[src/inc/ocfr_pkg.sv]
// package: constants and types for the overcurrent fault response block
package ocfr_pkg;
    // =====================================================
    // command codes
    localparam logic [7:0] CMD_OC_RESPONSE = 8'h47; // overcurrent_action_config
    localparam logic [7:0] CMD_STATUS_BYTE = 8'h78; // summary status byte
    localparam logic [7:0] CMD_STATUS_WORD = 8'h79; // summary status word
    localparam logic [7:0] CMD_STATUS_IOUT = 8'h7b; // output-current status
    localparam logic [7:0] CFG_RESET = 8'h00; // config value after reset
    // =====================================================
    // config field layout
    localparam int RESP_HI = 7;
    localparam int RESP_LO = 6;
    localparam int RETRY_HI = 5;
    localparam int RETRY_LO = 3;
    localparam int DELAY_HI = 2;
    localparam int DELAY_LO = 0;
    localparam logic [1:0] RESP_CC = 2'h0; // constant-current forever
    localparam logic [1:0] RESP_UNSUP = 2'h1; // no defined behaviour
    localparam logic [1:0] RESP_DEGLITCH = 2'h2; // limit for delay, then retry setting
    localparam logic [1:0] RESP_SHUTDOWN = 2'h3; // shut down at once
    localparam logic [2:0] RETRY_NONE = 3'h0; // latch off
    localparam logic [2:0] RETRY_CONT = 3'h7; // unlimited restarts
    // =====================================================
    // status bit positions
    localparam int SB_NONE_BIT = 0; // none-of-the-above in status byte
    localparam int SB_IOUT_OC_BIT = 4; // overcurrent in status byte
    localparam int SW_IOUT_BIT = 14; // output-current in status word
    localparam int SI_OC_FAULT_BIT = 7; // overcurrent fault in output-current status
    // =====================================================
    // timing
    localparam int DELAY_UNIT_MS = 16; // delay field unit, ms
    localparam int MS_NS = 1000000; // one millisecond in ns
    localparam int CLK_PERIOD_NS = 10; // 100 MHz clock
    localparam int CYCLES_PER_MS_DEF = MS_NS / CLK_PERIOD_NS;
    localparam int MS_CNT_W = 17; // holds CYCLES_PER_MS_DEF
    localparam int TIMER_W = 16; // ms timer width
    // =====================================================
    // channel state, gray along off-run-limit-wait
    typedef enum logic [2:0] {
        ST_OFF = 3'h0,
        ST_RUN = 3'h1,
        ST_LIMIT = 3'h3,
        ST_RETRY_WAIT = 3'h2,
        ST_LATCHED = 3'h6
    } ocfr_state_type;
endpackage : ocfr_pkg

[src/logic/ocfr_ms_timer.sv]
// millisecond down-counter that pulses done when its count expires
`timescale 1ns/1ns
module ocfr_ms_timer #(
    parameter int W = 16
) (
    input wire logic clock,
    input wire logic resetn,
    input wire logic ms_tick, // one-cycle pulse each ms
    input wire logic start, // load units and run
    input wire logic [W-1:0] units, // ms to wait
    output logic done // one-cycle pulse at expiry
);
    logic [W-1:0] count_q, count_d; // remaining ms
    logic busy_q, busy_d; // timer running
    logic done_d;

    // =====================================================
    // next count; a start always reloads, even while busy
    always_comb begin
        count_d = count_q;
        busy_d = busy_q;
        done_d = 1'b0;
        if (start) begin
            count_d = units;
            busy_d = 1'b1;
        end else if (busy_q && count_q == '0) begin
            busy_d = 1'b0;
            done_d = 1'b1;
        end else if (busy_q && ms_tick) begin
            count_d = count_q - W'(1);
        end
    end

    // registers
    always_ff @(posedge clock or negedge resetn) begin
        if (!resetn) begin
            count_q <= '0;
            busy_q <= 1'b0;
            done <= 1'b0;
        end else begin
            count_q <= count_d;
            busy_q <= busy_d;
            done <= done_d;
        end
    end
endmodule : ocfr_ms_timer

[src/logic/ocfr_fault_response.sv]
// overcurrent fault response: config register, status flags, alert and channel control
`timescale 1ns/1ns
// What this block does
// - per-channel rw config byte 0x47, default 0x00
// - fault sets overcurrent and none-above byte bits
// - fault sets output-current bit in status word
// - fault sets channel output-current fault bit
// - fault asserts alert unless masked
// - flag sticky until clear, rerun, restore, reset
// - response 00: limit current, keep running
// - response 10: limit for delay, then retry setting
// - response 11: shut down at once, then retry setting
// - retry 000: stay off until run cycled
// - continuous retry spaced by restart interval
// - delay field counts 16 ms units
// - delay used only by response 10
// - retry 111 selects unlimited restarts
module ocfr_fault_response
    import ocfr_pkg::*;
#(
    parameter int NUM_CH = 2,
    parameter int PAGE_W = 1,
    parameter int CYCLES_PER_MS = ocfr_pkg::CYCLES_PER_MS_DEF
) (
    input wire logic clock,
    input wire logic resetn,
    input wire logic cmd_valid, // command strobe
    input wire logic cmd_write, // 1 write, 0 read
    input wire logic [PAGE_W-1:0] cmd_page, // channel select
    input wire logic [7:0] cmd_code,
    input wire logic [7:0] cmd_wdata,
    input wire logic clear_faults, // clear-faults command pulse
    input wire logic restore_user_all, // reload config from nonvolatile copy
    input wire logic soft_reset_command, // soft reset pulse
    input wire logic [NUM_CH*8-1:0] nvm_config, // stored config per channel
    input wire logic [NUM_CH-1:0] run_on, // run pin and operation both on
    input wire logic [NUM_CH-1:0] oc_detect, // current at overcurrent_threshold
    input wire logic [NUM_CH-1:0] alert_mask_oc, // alert mask per channel
    input wire logic [ocfr_pkg::TIMER_W-1:0] restart_interval_setting, // ms
    output logic cmd_ack_q, // answer pulse
    output logic cmd_nack_q, // page out of range, unknown code or write to status
    output logic [15:0] cmd_rdata_q,
    output logic [NUM_CH-1:0] output_enable_q, // channel switching
    output logic [NUM_CH-1:0] current_limit_q, // hold current at threshold
    output logic [NUM_CH-1:0] oc_fault_q, // sticky overcurrent flag
    output logic alert_n_q // alert, active low
);
    import ocfr_pkg::*;

    // =====================================================
    // helpers
    function automatic logic [15:0] status_word(input logic flag);
        status_word = '0;
        status_word[SB_NONE_BIT] = flag;
        status_word[SB_IOUT_OC_BIT] = flag;
        status_word[SW_IOUT_BIT] = flag;
    endfunction : status_word

    function automatic ocfr_state_type after_shutdown(input logic [7:0] cfg);
        after_shutdown = (cfg[RETRY_HI:RETRY_LO] == RETRY_CONT) ? ST_RETRY_WAIT : ST_LATCHED;
    endfunction : after_shutdown

    // =====================================================
    // state
    logic [7:0] cfg_q [NUM_CH]; // overcurrent_action_config per channel
    logic [7:0] cfg_d [NUM_CH];
    ocfr_state_type state_q [NUM_CH];
    ocfr_state_type state_d [NUM_CH];
    logic [NUM_CH-1:0] run_prev_q, oc_prev_q; // edge detect
    logic [NUM_CH-1:0] flag_d, oe_d, lim_d;
    logic [NUM_CH-1:0] start_d, timer_done;
    logic [TIMER_W-1:0] units_d [NUM_CH];
    logic [MS_CNT_W-1:0] ms_cnt_q, ms_cnt_d;
    logic ms_tick_q, ms_tick_d;
    logic ack_d, nack_d, alert_n_d;
    logic [15:0] rdata_d;
    logic sel_ok; // page in range
    logic [PAGE_W-1:0] pg;

    // =====================================================
    // millisecond tick
    always_comb begin
        ms_tick_d = (ms_cnt_q == MS_CNT_W'(CYCLES_PER_MS - 1));
        ms_cnt_d = ms_tick_d ? '0 : ms_cnt_q + MS_CNT_W'(1);
    end

    // =====================================================
    // command port: one answer per strobe, next cycle
    always_comb begin
        pg = cmd_page;
        sel_ok = (int'(pg) < NUM_CH);
        ack_d = cmd_valid;
        nack_d = 1'b0;
        rdata_d = cmd_rdata_q;
        if (cmd_valid) begin
            if (!sel_ok) begin
                nack_d = 1'b1;
            end else if (cmd_code == CMD_OC_RESPONSE) begin
                if (!cmd_write) begin
                    rdata_d = {8'h00, cfg_q[pg]};
                end
            end else if (cmd_code == CMD_STATUS_BYTE && !cmd_write) begin
                rdata_d = status_word(oc_fault_q[pg]) & 16'h00ff;
            end else if (cmd_code == CMD_STATUS_WORD && !cmd_write) begin
                rdata_d = status_word(oc_fault_q[pg]);
            end else if (cmd_code == CMD_STATUS_IOUT && !cmd_write) begin
                rdata_d = 16'h0000;
                rdata_d[SI_OC_FAULT_BIT] = oc_fault_q[pg];
            end else begin
                nack_d = 1'b1; // unknown code or read-only status
            end
        end
    end

    // =====================================================
    // per-channel config, flags and response machine
    always_comb begin
        alert_n_d = 1'b1;
        for (int c = 0; c < NUM_CH; c++) begin
            cfg_d[c] = cfg_q[c];
            state_d[c] = state_q[c];
            start_d[c] = 1'b0;
            units_d[c] = restart_interval_setting;
            // config: restore and soft reset reload the stored copy, a write wins
            if (restore_user_all || soft_reset_command) begin
                cfg_d[c] = nvm_config[c*8 +: 8];
            end
            if (cmd_valid && cmd_write && sel_ok && cmd_code == CMD_OC_RESPONSE && int'(pg) == c) begin
                cfg_d[c] = cmd_wdata;
            end
            // sticky flag, a new fault wins over any clear
            flag_d[c] = (oc_fault_q[c] && !(clear_faults || restore_user_all || soft_reset_command
                        || (run_on[c] && !run_prev_q[c])))
                        || (state_q[c] == ST_RUN && oc_detect[c] && !oc_prev_q[c]);
            if (flag_d[c] && !alert_mask_oc[c]) begin
                alert_n_d = 1'b0;
            end
            case (state_q[c])
                ST_OFF: begin
                    if (run_on[c]) begin
                        state_d[c] = ST_RUN;
                    end
                end
                ST_RUN: begin
                    if (!run_on[c]) begin
                        state_d[c] = ST_OFF;
                    end else if (oc_detect[c]) begin
                        case (cfg_q[c][RESP_HI:RESP_LO])
                            RESP_DEGLITCH: begin
                                start_d[c] = 1'b1;
                                units_d[c] = TIMER_W'(cfg_q[c][DELAY_HI:DELAY_LO]) * TIMER_W'(DELAY_UNIT_MS);
                                state_d[c] = ST_LIMIT;
                            end
                            RESP_SHUTDOWN: begin
                                state_d[c] = after_shutdown(cfg_q[c]);
                                start_d[c] = (after_shutdown(cfg_q[c]) == ST_RETRY_WAIT);
                            end
                            default: begin
                                state_d[c] = ST_RUN;
                            end
                        endcase
                    end
                end
                ST_LIMIT: begin
                    if (!run_on[c]) begin
                        state_d[c] = ST_OFF;
                    end else if (!oc_detect[c]) begin
                        state_d[c] = ST_RUN; // left current limit in time
                    end else if (timer_done[c]) begin
                        state_d[c] = after_shutdown(cfg_q[c]);
                        start_d[c] = (after_shutdown(cfg_q[c]) == ST_RETRY_WAIT);
                    end
                end
                ST_RETRY_WAIT: begin
                    if (!run_on[c]) begin
                        state_d[c] = ST_OFF;
                    end else if (timer_done[c]) begin
                        state_d[c] = ST_RUN;
                    end
                end
                ST_LATCHED: begin
                    if (!run_on[c]) begin
                        state_d[c] = ST_OFF;
                    end
                end
                default: begin
                    state_d[c] = ST_OFF;
                end
            endcase
            oe_d[c] = (state_d[c] == ST_RUN) || (state_d[c] == ST_LIMIT);
            lim_d[c] = oe_d[c] && oc_detect[c] && (cfg_q[c][RESP_HI:RESP_LO] == RESP_CC
                       || cfg_q[c][RESP_HI:RESP_LO] == RESP_DEGLITCH);
        end
    end

    // =====================================================
    // timers, one per channel
    for (genvar g = 0; g < NUM_CH; g++) begin : g_timer
        ocfr_ms_timer #(.W(TIMER_W)) u_timer (
            .clock(clock),
            .resetn(resetn),
            .ms_tick(ms_tick_q),
            .start(start_d[g]),
            .units(units_d[g]),
            .done(timer_done[g])
        );
    end

    // =====================================================
    // registers
    always_ff @(posedge clock or negedge resetn) begin
        if (!resetn) begin
            for (int c = 0; c < NUM_CH; c++) begin
                cfg_q[c] <= CFG_RESET;
                state_q[c] <= ST_OFF;
            end
            run_prev_q <= '0;
            oc_prev_q <= '0;
            oc_fault_q <= '0;
            output_enable_q <= '0;
            current_limit_q <= '0;
            alert_n_q <= 1'b1;
            ms_cnt_q <= '0;
            ms_tick_q <= 1'b0;
            cmd_ack_q <= 1'b0;
            cmd_nack_q <= 1'b0;
            cmd_rdata_q <= '0;
        end else begin
            for (int c = 0; c < NUM_CH; c++) begin
                cfg_q[c] <= cfg_d[c];
                state_q[c] <= state_d[c];
            end
            run_prev_q <= run_on;
            oc_prev_q <= oc_detect;
            oc_fault_q <= flag_d;
            output_enable_q <= oe_d;
            current_limit_q <= lim_d;
            alert_n_q <= alert_n_d;
            ms_cnt_q <= ms_cnt_d;
            ms_tick_q <= ms_tick_d;
            cmd_ack_q <= ack_d;
            cmd_nack_q <= nack_d;
            cmd_rdata_q <= rdata_d;
        end
    end

    // any of the events that clear the channel 0 flag
    logic clear0;
    assign clear0 = clear_faults || restore_user_all || soft_reset_command || (run_on[0] && !run_prev_q[0]);
endmodule : ocfr_fault_response

[config.mk]
export PLATFORM = sky130hd
export DESIGN_NAME = ocfr_fault_response
export DESIGN_NICKNAME = d
export VERILOG_FILES = /design/src/inc/ocfr_pkg.sv /design/src/logic/ocfr_ms_timer.sv /design/src/logic/ocfr_fault_response.sv
export SDC_FILE = /design/constraint.sdc
export NUM_CORES = 1
export LEC_CHECK = 0
export BUFFER_PORTS_ARGS = -buffer_cell sky130_fd_sc_hd__buf_2
export CORE_MARGIN = 8
export CORE_UTILIZATION = 55
export DETAILED_ROUTE_END_ITERATION = 6
export PLACE_DENSITY_LB_ADDON = 0.15
export SETUP_SLACK_MARGIN = 0.15
export SYNTH_ARGS = -nofsm -noshare
export SYNTH_HDL_FRONTEND = slang
export SYNTH_SLANG_ARGS = --single-unit
export TNS_END_PERCENT = 30
[constraint.sdc]
create_clock -name clock -period 2.6 [get_ports clock]
set_input_delay 0.13 -clock clock [delete_from_list [all_inputs] [get_ports clock]]
set_output_delay 0.13 -clock clock [all_outputs]
set_load 0.02 [all_outputs]
---- Word-level counts from Yosys, hierarchy flattened ----
Cells that the tools add are included.
storage, ports and cells
  register bits after elaboration ......... 105
  input bits .............................. 62
  output and inout port bits .............. 25
  word-level logic and storage cells ...... 199
cells by class
  add/subtract/negate cells ............... 3
  magnitude comparators ................... 2
  equal/unequal tests ..................... 28
  multiplexer cells ....................... 82
  bitwise operators ....................... 2
  reductions and logical operators ........ 61
operators with widths
  cell                                                                      number
  16-bit 2-to-1 mux                                                         19
  3-bit 2-to-1 mux                                                          20
  8-bit 2-to-1 mux                                                          7
  8-bit by 7-bit == test with 1-bit output (second input constant)          4
  16-bit logical NOT                                                        2
  16-bit by 1-bit subtractor with 16-bit output (second input constant)     2
  3-bit case mux with 5 select lines                                        2
  1-bit 2-to-1 mux                                                          27
  1-bit logical AND                                                         25
  3-bit by 2-bit == test with 1-bit output (second input constant)          8
  17-bit by 1-bit adder with 17-bit output (second input constant)          1
  17-bit == test (second input constant)                                    1
  17-bit 2-to-1 mux                                                         1
  3-bit by 1-bit == test with 1-bit output (second input constant)          4
  3-bit == test (second input constant)                                     4
  3-bit case mux with 2 select lines                                        2
  2-bit nonzero test                                                        6
  1-bit logical OR                                                          11
  1-bit logical NOT                                                         9
  2-bit == test (second input constant)                                     4
  1-bit case mux with 2 select lines                                        4
  3-bit logical NOT                                                         2
  2-bit logical NOT                                                         2
  2-bit by 1-bit inequality test with 1-bit output (second input constant)  2
  8 further kinds                                                           9

---- Logic depth before layout (Yosys ltp) ----
Gate-level depths: netlist (run 1).
  depth in word-level cells ............... 10
  depth in mapped cells ................... 7
  mapped depth without buffers ............ 7

---- Modules after synthesis ----
From an unflattened synthesis (run 1), not the netlist that was laid out.
unflattened totals
  cells, all modules ...................... 571
  area total of the unflattened synthesis .. 5763.0 µm²
by module, submodules not included
  module               times used  cells an instance  area each (µm²)  sequential area each (µm²)
  ocfr_fault_response  1           309                3380.7           1552.7
  ocfr_ms_timer        2           131                1191.1           450.4

---- Worst setup path after synthesis (run 1) ----
Ideal clock, no wire load.
  path type ............................... register to register
  start point ............................. register g_timer[1].u_timer.count_q[0]
  end point ............................... register g_timer[1].u_timer.count_q[2]
  setup time .............................. 0.120 ns
  arrival time ............................ 1.789 ns
  data required time ...................... 2.480 ns
  slack ................................... 0.691 ns
  cell stages (with the launch flop) ...... 8
  path buffers ............................ 0
  period minus slack after synthesis ...... 1.909 ns
  path through ............................ dfrtp_1 -> inv_1 -> ha_1 -> or4b_1 -> o41a_4 -> a21oi_2 -> a31o_2 -> o21ai_2
between the ends
  longest elaborated chain between the ends .. 4
  elaborated cells on any way between the ends .. 8
  those cells by class .................... 1 x add/sub; 1 x eq/ne; 3 x mux; 3 x reduce/logical
RTL lines
  item                                                                                   line                                      source
  start, declared                                                                        ocfr_ms_timer.sv:13                       logic [W-1:0] count_q, count_d;
  start signal, assigned                                                                 ocfr_ms_timer.sv:41                       count_q <= count_d;
  16-bit by 1-bit subtractor with 16-bit output or 16-bit logical NOT (tied branches)    ocfr_ms_timer.sv:30, ocfr_ms_timer.sv:26
  16-bit 2-to-1 mux or 1-bit logical AND (tied branches)                                 ocfr_ms_timer.sv:29, ocfr_ms_timer.sv:26
  16-bit 2-to-1 mux or 2-bit by 1-bit inequality test with 1-bit output (tied branches)  --
  16-bit 2-to-1 mux or 2-bit AND reduction (tied branches)                               --
Parallel ways exist; a longest one is shown, timed or not. The select of a mux whose other input is x is not followed.
A chain may end at the register's enable or synchronous reset.

---- Final worst setup path (run 1) ----
  start point ............................. register g_timer[1].u_timer.count_q[0]
  end point ............................... register g_timer[1].u_timer.count_q[9]
Same word-level chain as after synthesis.

==> summary.md, run 1 <==
| Metric | Value |
|---|---|
| Status | `finished clean` |
| PostCTS Resize Cnt | `0` |
| Via density | `5.857` |
| LEAKAGE | `2.596 nW` |
| Avg Cell Area, Syn | `9.909 um2` |
| Critical path fanouts, max | `7` |
| Period utilization | `82.36%` |
| Largest net degree at the start of global routing | `99` |
| Fin Hold WS | `0.008565 ns` |
| First-pass GRT wire length | `21120 um` |
| ANT cells | `0` |
| Starting Density | `56.30%` |
| Final instance area | `0.005977 mm2` |
| Yosys top cell area share | `47.11%` |
| Max Clock Freq | `467.0 MHz` |
| First drt pass iteration count | `5` |
| Skew-Pair Late Insertion Delay | `0.36 ns` |
| Core area | `0.009153 mm2` |
| CP delay by family, top | `simple AND/OR/NAND/NOR gates` |
| Predominant post-synthesis flop cell | `dfrtp_1` |
| # rows | `35` |
| Class of the worst hold path | `in2reg` |
| Cells after synthesis | `520` |
| Commonest non-fill, non-tap cell in the layout | `dfrtp_1` |
| DIE HEIGHT | `112.8 um` |
| Critical path capture point | `g_timer[1].u_timer.count_q[9]$_DFFE_PN0P_` |
| Layout cells sized above 1 | `20.85%` |
| Initial antenna violation count | `0` |
| Capturing point of the worst reg2reg path | `g_timer[1].u_timer.count_q[9]$_DFFE_PN0P_` |
| CTS tree | `built` |
| Top post-synthesis cells by area | `dfrtp_1 (47%), mux2i_1 (6.6%), xnor2_1 (4.6%)` |
| Residual DRC | `0` |
| Skew final | `0.008643 ns` |
| Port Buffers | `79` |
| Post-synth EDFFs | `0` |
| TritonCTS Buffers | `9` |
| Reg2Reg Launch Point | `g_timer[1].u_timer.count_q[0]$_DFFE_PN0P_` |
| Critical-path cell list | `inv_1, ha_1, or4b_1, nor2_1, a2111oi_0, xnor2_1, o21ai_0` |
| H-tree depth | `3` |
| Pwr per Cell Area | `637.5 mW/mm2` |
| Global Route Usage Sum | `20.40%` |
| TNS Setup | `0 ns` |
| I/O Pins | `87` |
| Area delta synth->final | `16.00%` |
| Distinct cell type count after synthesis | `64` |
| VDD IR max | `0.2797 mV` |
| Final WL | `12330 um` |
| Placer Congestion | `0.8544` |
| Die ar. | `0.01272 mm2` |
| Critical Path Max Stage Delay | `0.49 ns` |
| Synth Warn # | `0` |
| Cell at the slowest stage of the critical path | `or4b_1` |
| Seq/Total Area, Yosys | `47.62%` |
| Clk buf depth | `2` |
| Routed Antenna Nets | `0` |
| Clock sinks | `98` |
| Setup violators final | `0` |
| Die W | `112.8 um` |
| Max-slew headroom | `56.97%` |
| GRT overflow | `0` |
| Crit path depth | `7` |
| Max Cap Violations | `0` |
| Startpoint types | `flop` |
| Final Critical Period | `2.141 ns` |
| Most frequent cells in the layout | `dfrtp_1 (97), buf_2 (78), nand2_1 (41), nor2_1 (38), o21ai_0 (37)` |
| Setup CP Type | `reg2reg` |
| Buf/Inv on CP | `1` |
| Setup crit start | `g_timer[1].u_timer.count_q[0]$_DFFE_PN0P_` |
| Final Hold Vio Count | `0` |
| Worst EP required | `2.88 ns` |
| RSZ-0062 raised after global routing | `no` |
| Wire per inst | `17.01 um` |
| Slew @ Worst Pin | `0.6291 ns` |
| #FFs+latches synth | `98` |
| Initial DRC Count | `187` |
| Via count | `4246` |
| Worst Setup End Kind | `flop` |
| Mapped Area | `0.005152 mm2` |
| Clock root buffer | `clkbuf_8` |
| DP Area | `0.005645 mm2` |
| Clock transition at path regs | `0.09 ns` |
| Post-synth top area cell | `dfrtp_1` |
| Share of flip-flops with an asynchronous set or reset | `100.0%` |
| Worst Reg-to-Reg Cells | `7` |
| Vias in the first global route | `4371` |
| Data arrival, critical path | `2.42 ns` |
| Post-CTS setup buffer count | `0` |
| Hold Buf Count CTS | `12` |
| Final net count | `674` |
| Reg-to-reg slack, setup | `0.46 ns` |
| Final HPWL DP | `9241 um` |
| Pins Over Slew Limit | `0` |
-- state kept, by name, summed over array words and instances, names as in the netlist --
signal                   flops
g_timer.u_timer.busy_q       2
state_q                      6
cmd_nack_q                   1
run_prev_q                   2
cfg_q                       16
oc_fault_q                   2
output_enable_q              2
g_timer.u_timer.done         2
oc_prev_q                    2
ms_tick_q                    1
current_limit_q              2
ms_cnt_q                    17
g_timer.u_timer.count_q     32
cmd_ack_q                    1
cmd_rdata_q                  9
alert_n_q                    1
-- cell families after synthesis --
group	Yosys count	share of synthesized area [%]
AO/OA/AOI/OAI	104	12.65
XOR/XNOR	35	6.095
multiplexers	40	7.916
buffers and inverters	37	3.327
adder cells (fa/ha/maj)	3	0.7286
other	1	0.07278
AND/OR/NAND/NOR	202	21.59
flip-flops	98	47.62
-- routing by layer --
metal	track usage, %	up-vias	share of wire (%)
li1	-	2046	-
met5	0	-	0
met2	34.40	113	49
met1	25.72	2067	45
met4	6.655	0	1.8
met3	4.047	20	4.9
-- worst min path at each step --
stage                                            start                                    endpoint  slack [ns]  cells past startpoint
after floorplan                                 resetn                        cfg_q[0]$_DFFE_PN0P_       -0.17                      0
after global placement                          resetn  g_timer[0].u_timer.count_q[12]$_DFFE_PN0P_        0.23                      2
after detailed placement                        resetn  g_timer[0].u_timer.count_q[13]$_DFFE_PN0P_        0.23                      2
after CTS                             alert_mask_oc[0]                         alert_n_q$_DFF_PN1_      0.0006                      3
after global routing                      cmd_wdata[1]                        cfg_q[9]$_DFFE_PN0P_       0.008                      3
final                     restart_interval_setting[10]  g_timer[0].u_timer.count_q[10]$_DFFE_PN0P_       0.009                      2
-- worst reg2reg max path, stage by stage (launching register included) --
cell and delay, ns:
dfrtp_1 0.41, inv_1 0.06, ha_1 0.21, or4b_1 0.49
nor2_1 0.36, a2111oi_0 0.22, xnor2_1 0.15, o21ai_0 0.15
-- layout make-up --
type / count / area [um2]
fill: 711 / 3176
multi-input combinational: 391 / 2556
sequential: 98 / 2454
timing repair buffer: 96 / 568.0
tap: 111 / 138.9
clock buffer: 12 / 135.1
clock inverter: 4 / 76.32
inverter: 13 / 48.80
-- where the power goes --
group	leakage, nW	switching (mW)	internal, mW	total, mW
logic	1.27	0.361	0.358	0.719
clock network	0.101	0.524	0.546	1.07
registers	1.22	0.276	1.75	2.02
-- synthesized netlist by cell type (all sizes together) (5+ instances only) --
cell     instances
inv             13
mux2i           34
or3              8
nor4            14
a21oi           27
o21ai           44
nand2           41
mux2             6
buf             12
o2bb2ai          5
or4              6
nor2            39
xor2             8
clkbuf          12
or2              5
nand3           35
dfrtp           97
xnor2           27
nor3            14
nand4            6
-- stage by stage --
| step | total power [mW] | worst slack [ns] | instances | util, % |
|---|---|---|---|---|
| finish | 3.810 | 0.4587 | 725 | 65.30 |
| global route | 4.025 | 0.2971 | 725 | 65.30 |
| CTS | 3.821 | 0.4402 | 725 | 65.30 |
| detailed placement | 2.753 | 0.4518 | 697 | 61.68 |
| global placement | 2.718 | 0.5322 | 697 | 61.68 |
| floorplan | 2.500 | 0.6907 | 526 | - |
Note: power is estimated with default switching activity, not from simulation.
==> run 2: changes to the inputs <==
--- a/config.mk
+++ b/config.mk
@@ -7,7 +7,7 @@
 export LEC_CHECK = 0
 export BUFFER_PORTS_ARGS = -buffer_cell sky130_fd_sc_hd__buf_2
 export CORE_MARGIN = 8
-export CORE_UTILIZATION = 55
+export CORE_UTILIZATION = 51
 export DETAILED_ROUTE_END_ITERATION = 6
 export PLACE_DENSITY_LB_ADDON = 0.15
 export SETUP_SLACK_MARGIN = 0.15
==> constraint.sdc (replaced) <==
create_clock -name clock -period 1.8 [get_ports clock]
set_input_delay 0.09 -clock clock [delete_from_list [all_inputs] [get_ports clock]]
set_output_delay 0.09 -clock clock [all_outputs]
set_load 0.02 [all_outputs]
==> run 2 against run 1 <==
  * The run now ends with setup timing left
  * Critical path type unchanged
  * Global-route usage increased by 1.5 points
  * Fmax increased by 11%
  * Non-clock buffer count is 67 higher
  * Final cell count increased by 12%
  * Count of clock-buffer cells in the layout decreased by 1
  * Critical path depth decreased by 2
  * Clock power is 35% higher
  * Sequential power grew 41%
  * Flip-flop and latch count unchanged
  * Total power grew 62%
  * Worst setup slack got worse by 0.59 ns
  * Design area grew 16%
==> summary.md, run 2 (synthesis results as in run 1) <==
| Metric | Value |
|---|---|
| Setup violators final | `11 (+11)` |
| Layout cells sized above 1 | `34.65% (+14 points)` |
| Initial DRC Count | `278 (+49%)` |
| Worst Setup End Kind | `flop` |
| First drt pass iteration count | `4 (-1)` |
| Residual DRC | `0 (unchanged)` |
| Clock root buffer | `clkbuf_8` |
| Worst EP required | `2.06 ns (-0.82 ns)` |
| Final WL | `14240 um (+16%)` |
| Final Critical Period | `1.929 ns (-0.2127 ns)` |
| Critical path fanouts, max | `5 (-2)` |
| First-pass GRT wire length | `23380 um (+11%)` |
| Core area | `0.009774 mm2 (+6.8%)` |
| Global Route Usage Sum | `21.89% (+1.5 points)` |
| Vias in the first global route | `4787 (+9.5%)` |
| Max Clock Freq | `518.5 MHz (+11%)` |
| CTS tree | `built` |
| Placer Congestion | `0.9206 (+7.7%)` |
| DIE HEIGHT | `116.5 um (+3.3%)` |
| Max Cap Violations | `0 (unchanged)` |
| H-tree depth | `3 (unchanged)` |
| Post-Route M1 WL | `6066 um (+10%)` |
| Worst Hold Path EP | `cfg_q[12]$_DFFE_PN0P_` |
| Area occupied by multi-input gates | `0.002887 mm2 (+13%)` |
| Via density | `5.682 (-3.0%)` |
| Data arrival, critical path | `2.19 ns (-0.23 ns)` |
| Capturing point of the worst reg2reg path | `g_timer[1].u_timer.count_q[2]$_DFFE_PN0P_` |
| Hold path cells | `3 (+1)` |
| Max FFs per register | `32 (unchanged)` |
| Util after Layout | `70.72% (+5.4 points)` |
| PnR worst setup slack | `-0.1287 ns (-0.5873 ns)` |
| Status | `complete, but fails checks` |
| # fillers | `735 (+3.4%)` |
| Metal3 WL | `633 um (+5.3%)` |
| Area delta synth->final | `34.17%` |
| Pins Over Slew Limit | `0 (unchanged)` |
| Slew @ Worst Pin | `0.5132 ns (-0.1159 ns)` |
| DR top layer | `met4` |
| VDD IR max | `0.4350 mV (+56%)` |
| Most frequent cells in the layout | `dfrtp_1 (95), buf_2 (77), buf_4 (49), nand2_1 (37)` |
| Final instance area | `0.006913 mm2 (+16%)` |
| Setup CP Type | `reg2reg` |
| I/O Pins | `87 (unchanged)` |
| Final net count | `741 (+9.9%)` |
| Sequential Area | `0.002456 mm2 (+0.10%)` |
| Worst Reg-to-Reg Cells | `5 (-2)` |
| Routed Antenna Nets | `0 (unchanged)` |
| Starting Density | `52.71% (-3.6 points)` |
| Top reg by flops | `g_timer.u_timer.count_q` |
| LEAKAGE | `2.971 nW (+14%)` |
| Clk buf depth | `2 (unchanged)` |
| Reg2Reg Launch Point | `g_timer[1].u_timer.count_q[10]$_DFFE_PN0P_` |
| # rows | `36 (+2.9%)` |
| Clock transition at path regs | `0.10 ns (about the same)` |
| Final HPWL DP | `9931 um (+7.5%)` |
| Met2 wire length | `7242 um (+21%)` |
| Max-slew headroom | `64.90% (+7.9 points)` |
| Largest regs | `g_timer.u_timer.count_q (32), ms_cnt_q (17), cfg_q (16)` |
| Critical Path Max Stage Delay | `0.56 ns (+0.07 ns)` |
| Port Buffers | `79 (unchanged)` |
| Die W | `116.5 um (+3.3%)` |
| Failing checks | `setup timing` |
| Startpoint types | `flop` |
| GRT overflow | `0 (unchanged)` |
| ANT cells | `0 (unchanged)` |
| Cell at the slowest stage of the critical path | `or4_4` |
| DP Area | `0.006050 mm2 (+7.2%)` |
| Reg-to-reg slack, setup | `-0.13 ns (-0.59 ns)` |
| Pwr per Cell Area | `892.7 mW/mm2 (+40%)` |
| Via count | `4625 (+8.9%)` |
| Class of the worst hold path | `in2reg` |
| Wire per inst | `17.50 um (+2.9%)` |
| Die ar. | `0.01357 mm2 (+6.7%)` |
| TritonCTS Buffers | `9 (unchanged)` |
| Largest net degree at the start of global routing | `41 (-59%)` |
| Clock sinks | `98 (unchanged)` |
| Critical-path cell list | `or4_4, o41a_4, a21oi_2, a31o_2, o21ai_2` |
| Hold_sp | `nvm_config[4]` |
| Initial antenna violation count | `0 (unchanged)` |
| Final Hold Vio Count | `0 (unchanged)` |
| Skew-Pair Late Insertion Delay | `0.37 ns (about the same)` |
| Skew final | `0.006586 ns (-0.002058 ns)` |
| Period utilization | `107.1% (+25 points)` |
| Commonest non-fill, non-tap cell in the layout | `dfrtp_1` |
| RSZ-0062 raised after global routing | `yes` |
[run 2: cell count changes in the layout (fill, tap and decap cells not counted), moves of 4 or more]
cell	delta
nor3_1	-5
buf_4	+44
nand2_1	-4
buf_6	+6
inv_1	-4
o21ai_0	-10
nor4_2	+6
nor4_4	+4
o21ai_1	+9
nor4_1	-10
inv_2	+4
nor2_1	-4
dlygate4sd3_1	+16
[run 2: worst max-delay path by stage]
| stage | cells after the start | endpoint | slack, ns | start |
|---|---|---|---|---|
| finish | 5 | g_timer[1].u_timer.count_q[2]$_DFFE_PN0P_ | -0.13 | g_timer[1].u_timer.count_q[10]$_DFFE_PN0P_ |
| detailed placement | 7 | g_timer[1].u_timer.count_q[2]$_DFFE_PN0P_ | -0.12 | g_timer[1].u_timer.count_q[1]$_DFFE_PN0P_ |
| CTS | 7 | g_timer[1].u_timer.count_q[2]$_DFFE_PN0P_ | -0.12 | g_timer[1].u_timer.count_q[0]$_DFFE_PN0P_ |
| global route | 7 | g_timer[1].u_timer.count_q[2]$_DFFE_PN0P_ | -0.19 | g_timer[1].u_timer.count_q[0]$_DFFE_PN0P_ |
| global placement | 5 | g_timer[1].u_timer.count_q[2]$_DFFE_PN0P_ | -0.07 | g_timer[1].u_timer.count_q[12]$_DFFE_PN0P_ |
| floorplan | 7 | g_timer[1].u_timer.count_q[2]$_DFFE_PN0P_ | -0.1 | g_timer[1].u_timer.count_q[0]$_DFFE_PN0P_ |
[run 2: routing by layer]
metal / vias up / global-route usage, %
met5: - / 0
met4: 0 / 8.989
met3: 26 / 3.775
met2: 119 / 37.29
met1: 2297 / 26.92
li1: 2183 / -
[run 2: layout make-up]
cell class | count | share of cell area (%)
Clock buffer | 11 | 1.900
Clock inverter | 5 | 0.9050
Inverter | 13 | 0.7059
Multi-Input combinational cell | 391 | 41.76
Sequential cell | 98 | 35.53
Tap cell | 133 | 2.407
Timing Repair Buffer | 163 | 16.80
[run 2: repair_timing]
item / 4_1_cts / 5_1_grt
pin swaps: 30 / 26
resized for setup: 43 / 43
endpoints found under the hold margin: 139 / 0
setup endpoints to repair: 34 / 46
setup buffers: 2 / 3
hold buffers: 28 / 0
[run 2: critical path: cells and delay by family (launching register included)]
family,cells,cell delay (ns)
compound gates,4,0.87
simple gates,1,0.56
flops,1,0.40
[run 2: power by group]
group / internal (mW) / switching [mW] / leakage, nW
Clock: 0.654 / 0.787 / 0.0906
Combinational: 0.958 / 0.934 / 1.66
Sequential: 2.52 / 0.314 / 1.22
Total: 4.14 / 2.04 / 2.97
[run 2: through the flow]
stage	instances	power (mW)	setup TNS, ns	hold slack (ns)	worst slack, ns
after floorplan	526	3.619	-0.3795	-0.2056	-0.09879
after global placement	765	4.292	-0.1665	-0.01267	-0.06963
after detailed placement	765	4.358	-0.6090	-0.01621	-0.1242
after CTS	811	6.054	-0.6693	0.0002706	-0.1215
after global routing	814	6.503	-1.599	0.007866	-0.1911
final	814	6.171	-0.4811	0.01620	-0.1287
==> run 3: changes to the inputs <==
--- a/config.mk
+++ b/config.mk
@@ -7,7 +7,7 @@
 export LEC_CHECK = 0
 export BUFFER_PORTS_ARGS = -buffer_cell sky130_fd_sc_hd__buf_2
 export CORE_MARGIN = 8
-export CORE_UTILIZATION = 51
+export CORE_UTILIZATION = 50
 export DETAILED_ROUTE_END_ITERATION = 6
 export PLACE_DENSITY_LB_ADDON = 0.15
 export SETUP_SLACK_MARGIN = 0.15
==> run 3 against run 2 <==
  * The run still ends with setup timing left
  * Worst hold slack improved by 0.0085 ns
  * Clock power decreased by 4%
  * Sequential share of layout area decreased by 0.19 points
  * Non-clock buffer count increased by 8
  * Die area increased by 1.7%
  * Wire length decreased by 3.4%
  * Global-route usage decreased by 2.4 points
  * Fmax about the same
  * First-iteration DRC count decreased by 1.4%
  * Combinational power increased by 4%
  * Largest power group unchanged
==> summary.md, run 3 (synthesis results as in run 1) <==
| Metric | Value |
|---|---|
| Clock sinks | `98 (unchanged)` |
| Placer Congestion | `0.8355 (-9.2%)` |
| Comb power frac | `31.9% (+1.2 points)` |
| Most frequent cells in the layout | `dfrtp_1 (95), buf_2 (78), buf_4 (53), nand2_1 (37), nor2_1 (35)` |
| Period utilization | `107.2% (about the same)` |
| Final HPWL DP | `9690 um (-2.4%)` |
| Max Clock Freq | `518.1 MHz (about the same)` |
| TNS Setup | `-0.8624 ns (-0.3813 ns)` |
| Layout cells sized above 1 | `34.25% (-0.40 points)` |
| Starting Density | `50.59% (-2.1 points)` |
| ANT cells | `0 (unchanged)` |
| Clock root buffer | `clkbuf_8` |
| # rows | `37 (+2.8%)` |
| Final net count | `749 (+1.1%)` |
| Via count | `4571 (-1.2%)` |
| Sw frac | `32.18% (-0.82 points)` |
| Port Buffers | `79 (unchanged)` |
| Die W | `117.5 um (+0.86%)` |
| Int Power | `4.187 mW (+1.3%)` |
| Area delta synth->final | `34.90%` |
| Top reg by flops | `g_timer.u_timer.count_q` |
| Clock transition at path regs | `0.09 ns (about the same)` |
| PnR worst setup slack | `-0.1300 ns (-0.001352 ns)` |
| I/O Pins | `87 (unchanged)` |
| Startpoint types | `flop` |
| Worst Setup End Kind | `flop` |
| Final WL | `13750 um (-3.4%)` |
| Util after Layout | `68.24% (-2.5 points)` |
| Initial antenna violation count | `0 (unchanged)` |
| Vias in the first global route | `4718 (-1.4%)` |
| Clock share of power | `22.3% (-1.1 points)` |
| Die ar. | `0.01381 mm2 (+1.7%)` |
| Initial DRC Count | `274 (-1.4%)` |
| Switch Pwr | `1.987 mW (-2.4%)` |
| Largest regs | `g_timer.u_timer.count_q (32), ms_cnt_q (17), cfg_q (16)` |
| H-tree depth | `3 (unchanged)` |
| Max Cap Violations | `0 (unchanged)` |
| Core area | `0.01018 mm2 (+4.2%)` |
| CTS tree | `built` |
| Critical path fanouts, max | `5 (unchanged)` |
| Global Route Usage Sum | `19.45% (-2.4 points)` |
| LEAKAGE | `3.025 nW (+1.8%)` |
| Commonest non-fill, non-tap cell in the layout | `dfrtp_1` |
| Clk buf depth | `2 (unchanged)` |
| Data arrival, critical path | `2.19 ns (about the same)` |
| GRT overflow | `0 (unchanged)` |
| Skew-Pair Late Insertion Delay | `0.36 ns (about the same)` |
| Setup CP Type | `reg2reg` |
| Status | `complete, but fails checks` |
| Setup violators final | `12 (+1)` |
| Max FFs per register | `32 (unchanged)` |
| Final Hold Vio Count | `0 (unchanged)` |
| Failing checks | `setup timing` |
| DIE HEIGHT | `117.5 um (+0.86%)` |
| Skew final | `0.01129 ns (+0.004708 ns)` |
| VDD IR max | `0.4113 mV (-5.4%)` |
| First drt pass iteration count | `4 (unchanged)` |
| Largest net degree at the start of global routing | `47 (+15%)` |
| Sequential share of power | `45.8% (-0.2 points)` |
| Slew @ Worst Pin | `0.5094 ns (-0.003839 ns)` |
| First-pass GRT wire length | `22340 um (-4.4%)` |
| Pins Over Slew Limit | `0 (unchanged)` |
| Max-slew headroom | `66.04% (+1.1 points)` |
| Residual DRC | `0 (unchanged)` |
| TritonCTS Buffers | `9 (unchanged)` |
| Class of the worst hold path | `in2reg` |
| Fin Hold WS | `0.02466 ns (+0.008456 ns)` |
| Hold path cells | `3 (unchanged)` |
| Worst Reg-to-Reg Cells | `7 (+2)` |
| Worst EP required | `2.06 ns (about the same)` |
| Via density | `5.541 (-2.5%)` |
| Wire per inst | `16.67 um (-4.7%)` |
| RSZ-0062 raised after global routing | `yes` |
| Routed Antenna Nets | `0 (unchanged)` |
| Final Critical Period | `1.930 ns (+0.001352 ns)` |
| Pwr per Cell Area | `888.3 mW/mm2 (-0.50%)` |
## run 3: layer usage
| layer | wire [um] | global-route usage, % | vias to the layer above |
|---|---|---|---|
| met5 | 0 | 0 | - |
| met4 | 368 | 9.608 | 0 |
| met3 | 669 | 3.453 | 26 |
| met2 | 6750 | 31.87 | 144 |
| met1 | 5964 | 24.32 | 2200 |
| li1 | - | - | 2201 |
## run 3: final timing paths
| path | start | end | slack, ns |
|---|---|---|---|
| worst max-delay path | g_timer[1].u_timer.count_q[0]$_DFFE_PN0P_ | g_timer[1].u_timer.count_q[2]$_DFFE_PN0P_ | -0.13 |
| worst min-delay path | nvm_config[4] | cfg_q[12]$_DFFE_PN0P_ | 0.02 |
| worst max register to register | g_timer[1].u_timer.count_q[0]$_DFFE_PN0P_ | g_timer[1].u_timer.count_q[2]$_DFFE_PN0P_ | -0.13 |
| worst min register to register | g_timer[1].u_timer.busy_q$_DFFE_PN0P_ | g_timer[1].u_timer.busy_q$_DFFE_PN0P_ | 0.50 |
| max in group asynchronous | resetn | alert_n_q$_DFF_PN1_ | 0.90 |
| min in group asynchronous | resetn | g_timer[0].u_timer.count_q[15]$_DFFE_PN0P_ | 0.19 |
## run 3: metrics by stage
step | instances | setup slack (ns) | power [mW] | area (um2)
final | 825 | -0.1300 | 6.174 | 6950
after global placement | 769 | -0.06291 | 4.304 | 6061
after CTS | 821 | -0.09828 | 6.016 | 6778
after floorplan | 526 | -0.09879 | 3.619 | 5181
after detailed placement | 769 | -0.1011 | 4.354 | 6061
after global routing | 825 | -0.2092 | 6.507 | 6950
## run 3: critical path: stages, from the launching register on
cell	delay, ns
dfrtp_1	0.39
inv_1	0.07
ha_2	0.18
or4b_4	0.46
o41a_4	0.42
a21oi_2	0.15
a31o_2	0.11
o21ai_2	0.05
## run 3: power groups by stage
stage / registers, mW / clock network (mW) / logic (mW)
floorplan: 2.86 / 0 / 0.756
global placement: 2.81 / 0 / 1.50
detailed placement: 2.82 / 0 / 1.53
CTS: 2.80 / 1.42 / 1.79
global route: 2.87 / 1.51 / 2.13
finish: 2.83 / 1.38 / 1.97
## run 3: final cells by class
class | instances | area [um2]
timing repair buffer | 171 | 1227
sequential | 98 | 2456
tap | 136 | 170.2
clock buffer | 12 | 135.1
multi-input combinational | 391 | 2868
fill | 784 | 3234
clock inverter | 4 | 45.04
inverter | 13 | 48.80
## run 3: what timing repair did
| action | CTS | global route |
|---|---|---|
| endpoints found under the setup margin | 36 | 46 |
| resized for setup | 52 | 36 |
| pin swaps | 27 | 26 |
| hold endpoints to repair | 65 | 0 |
| hold buffers | 30 | 0 |
| buffers inserted | 6 | 4 |
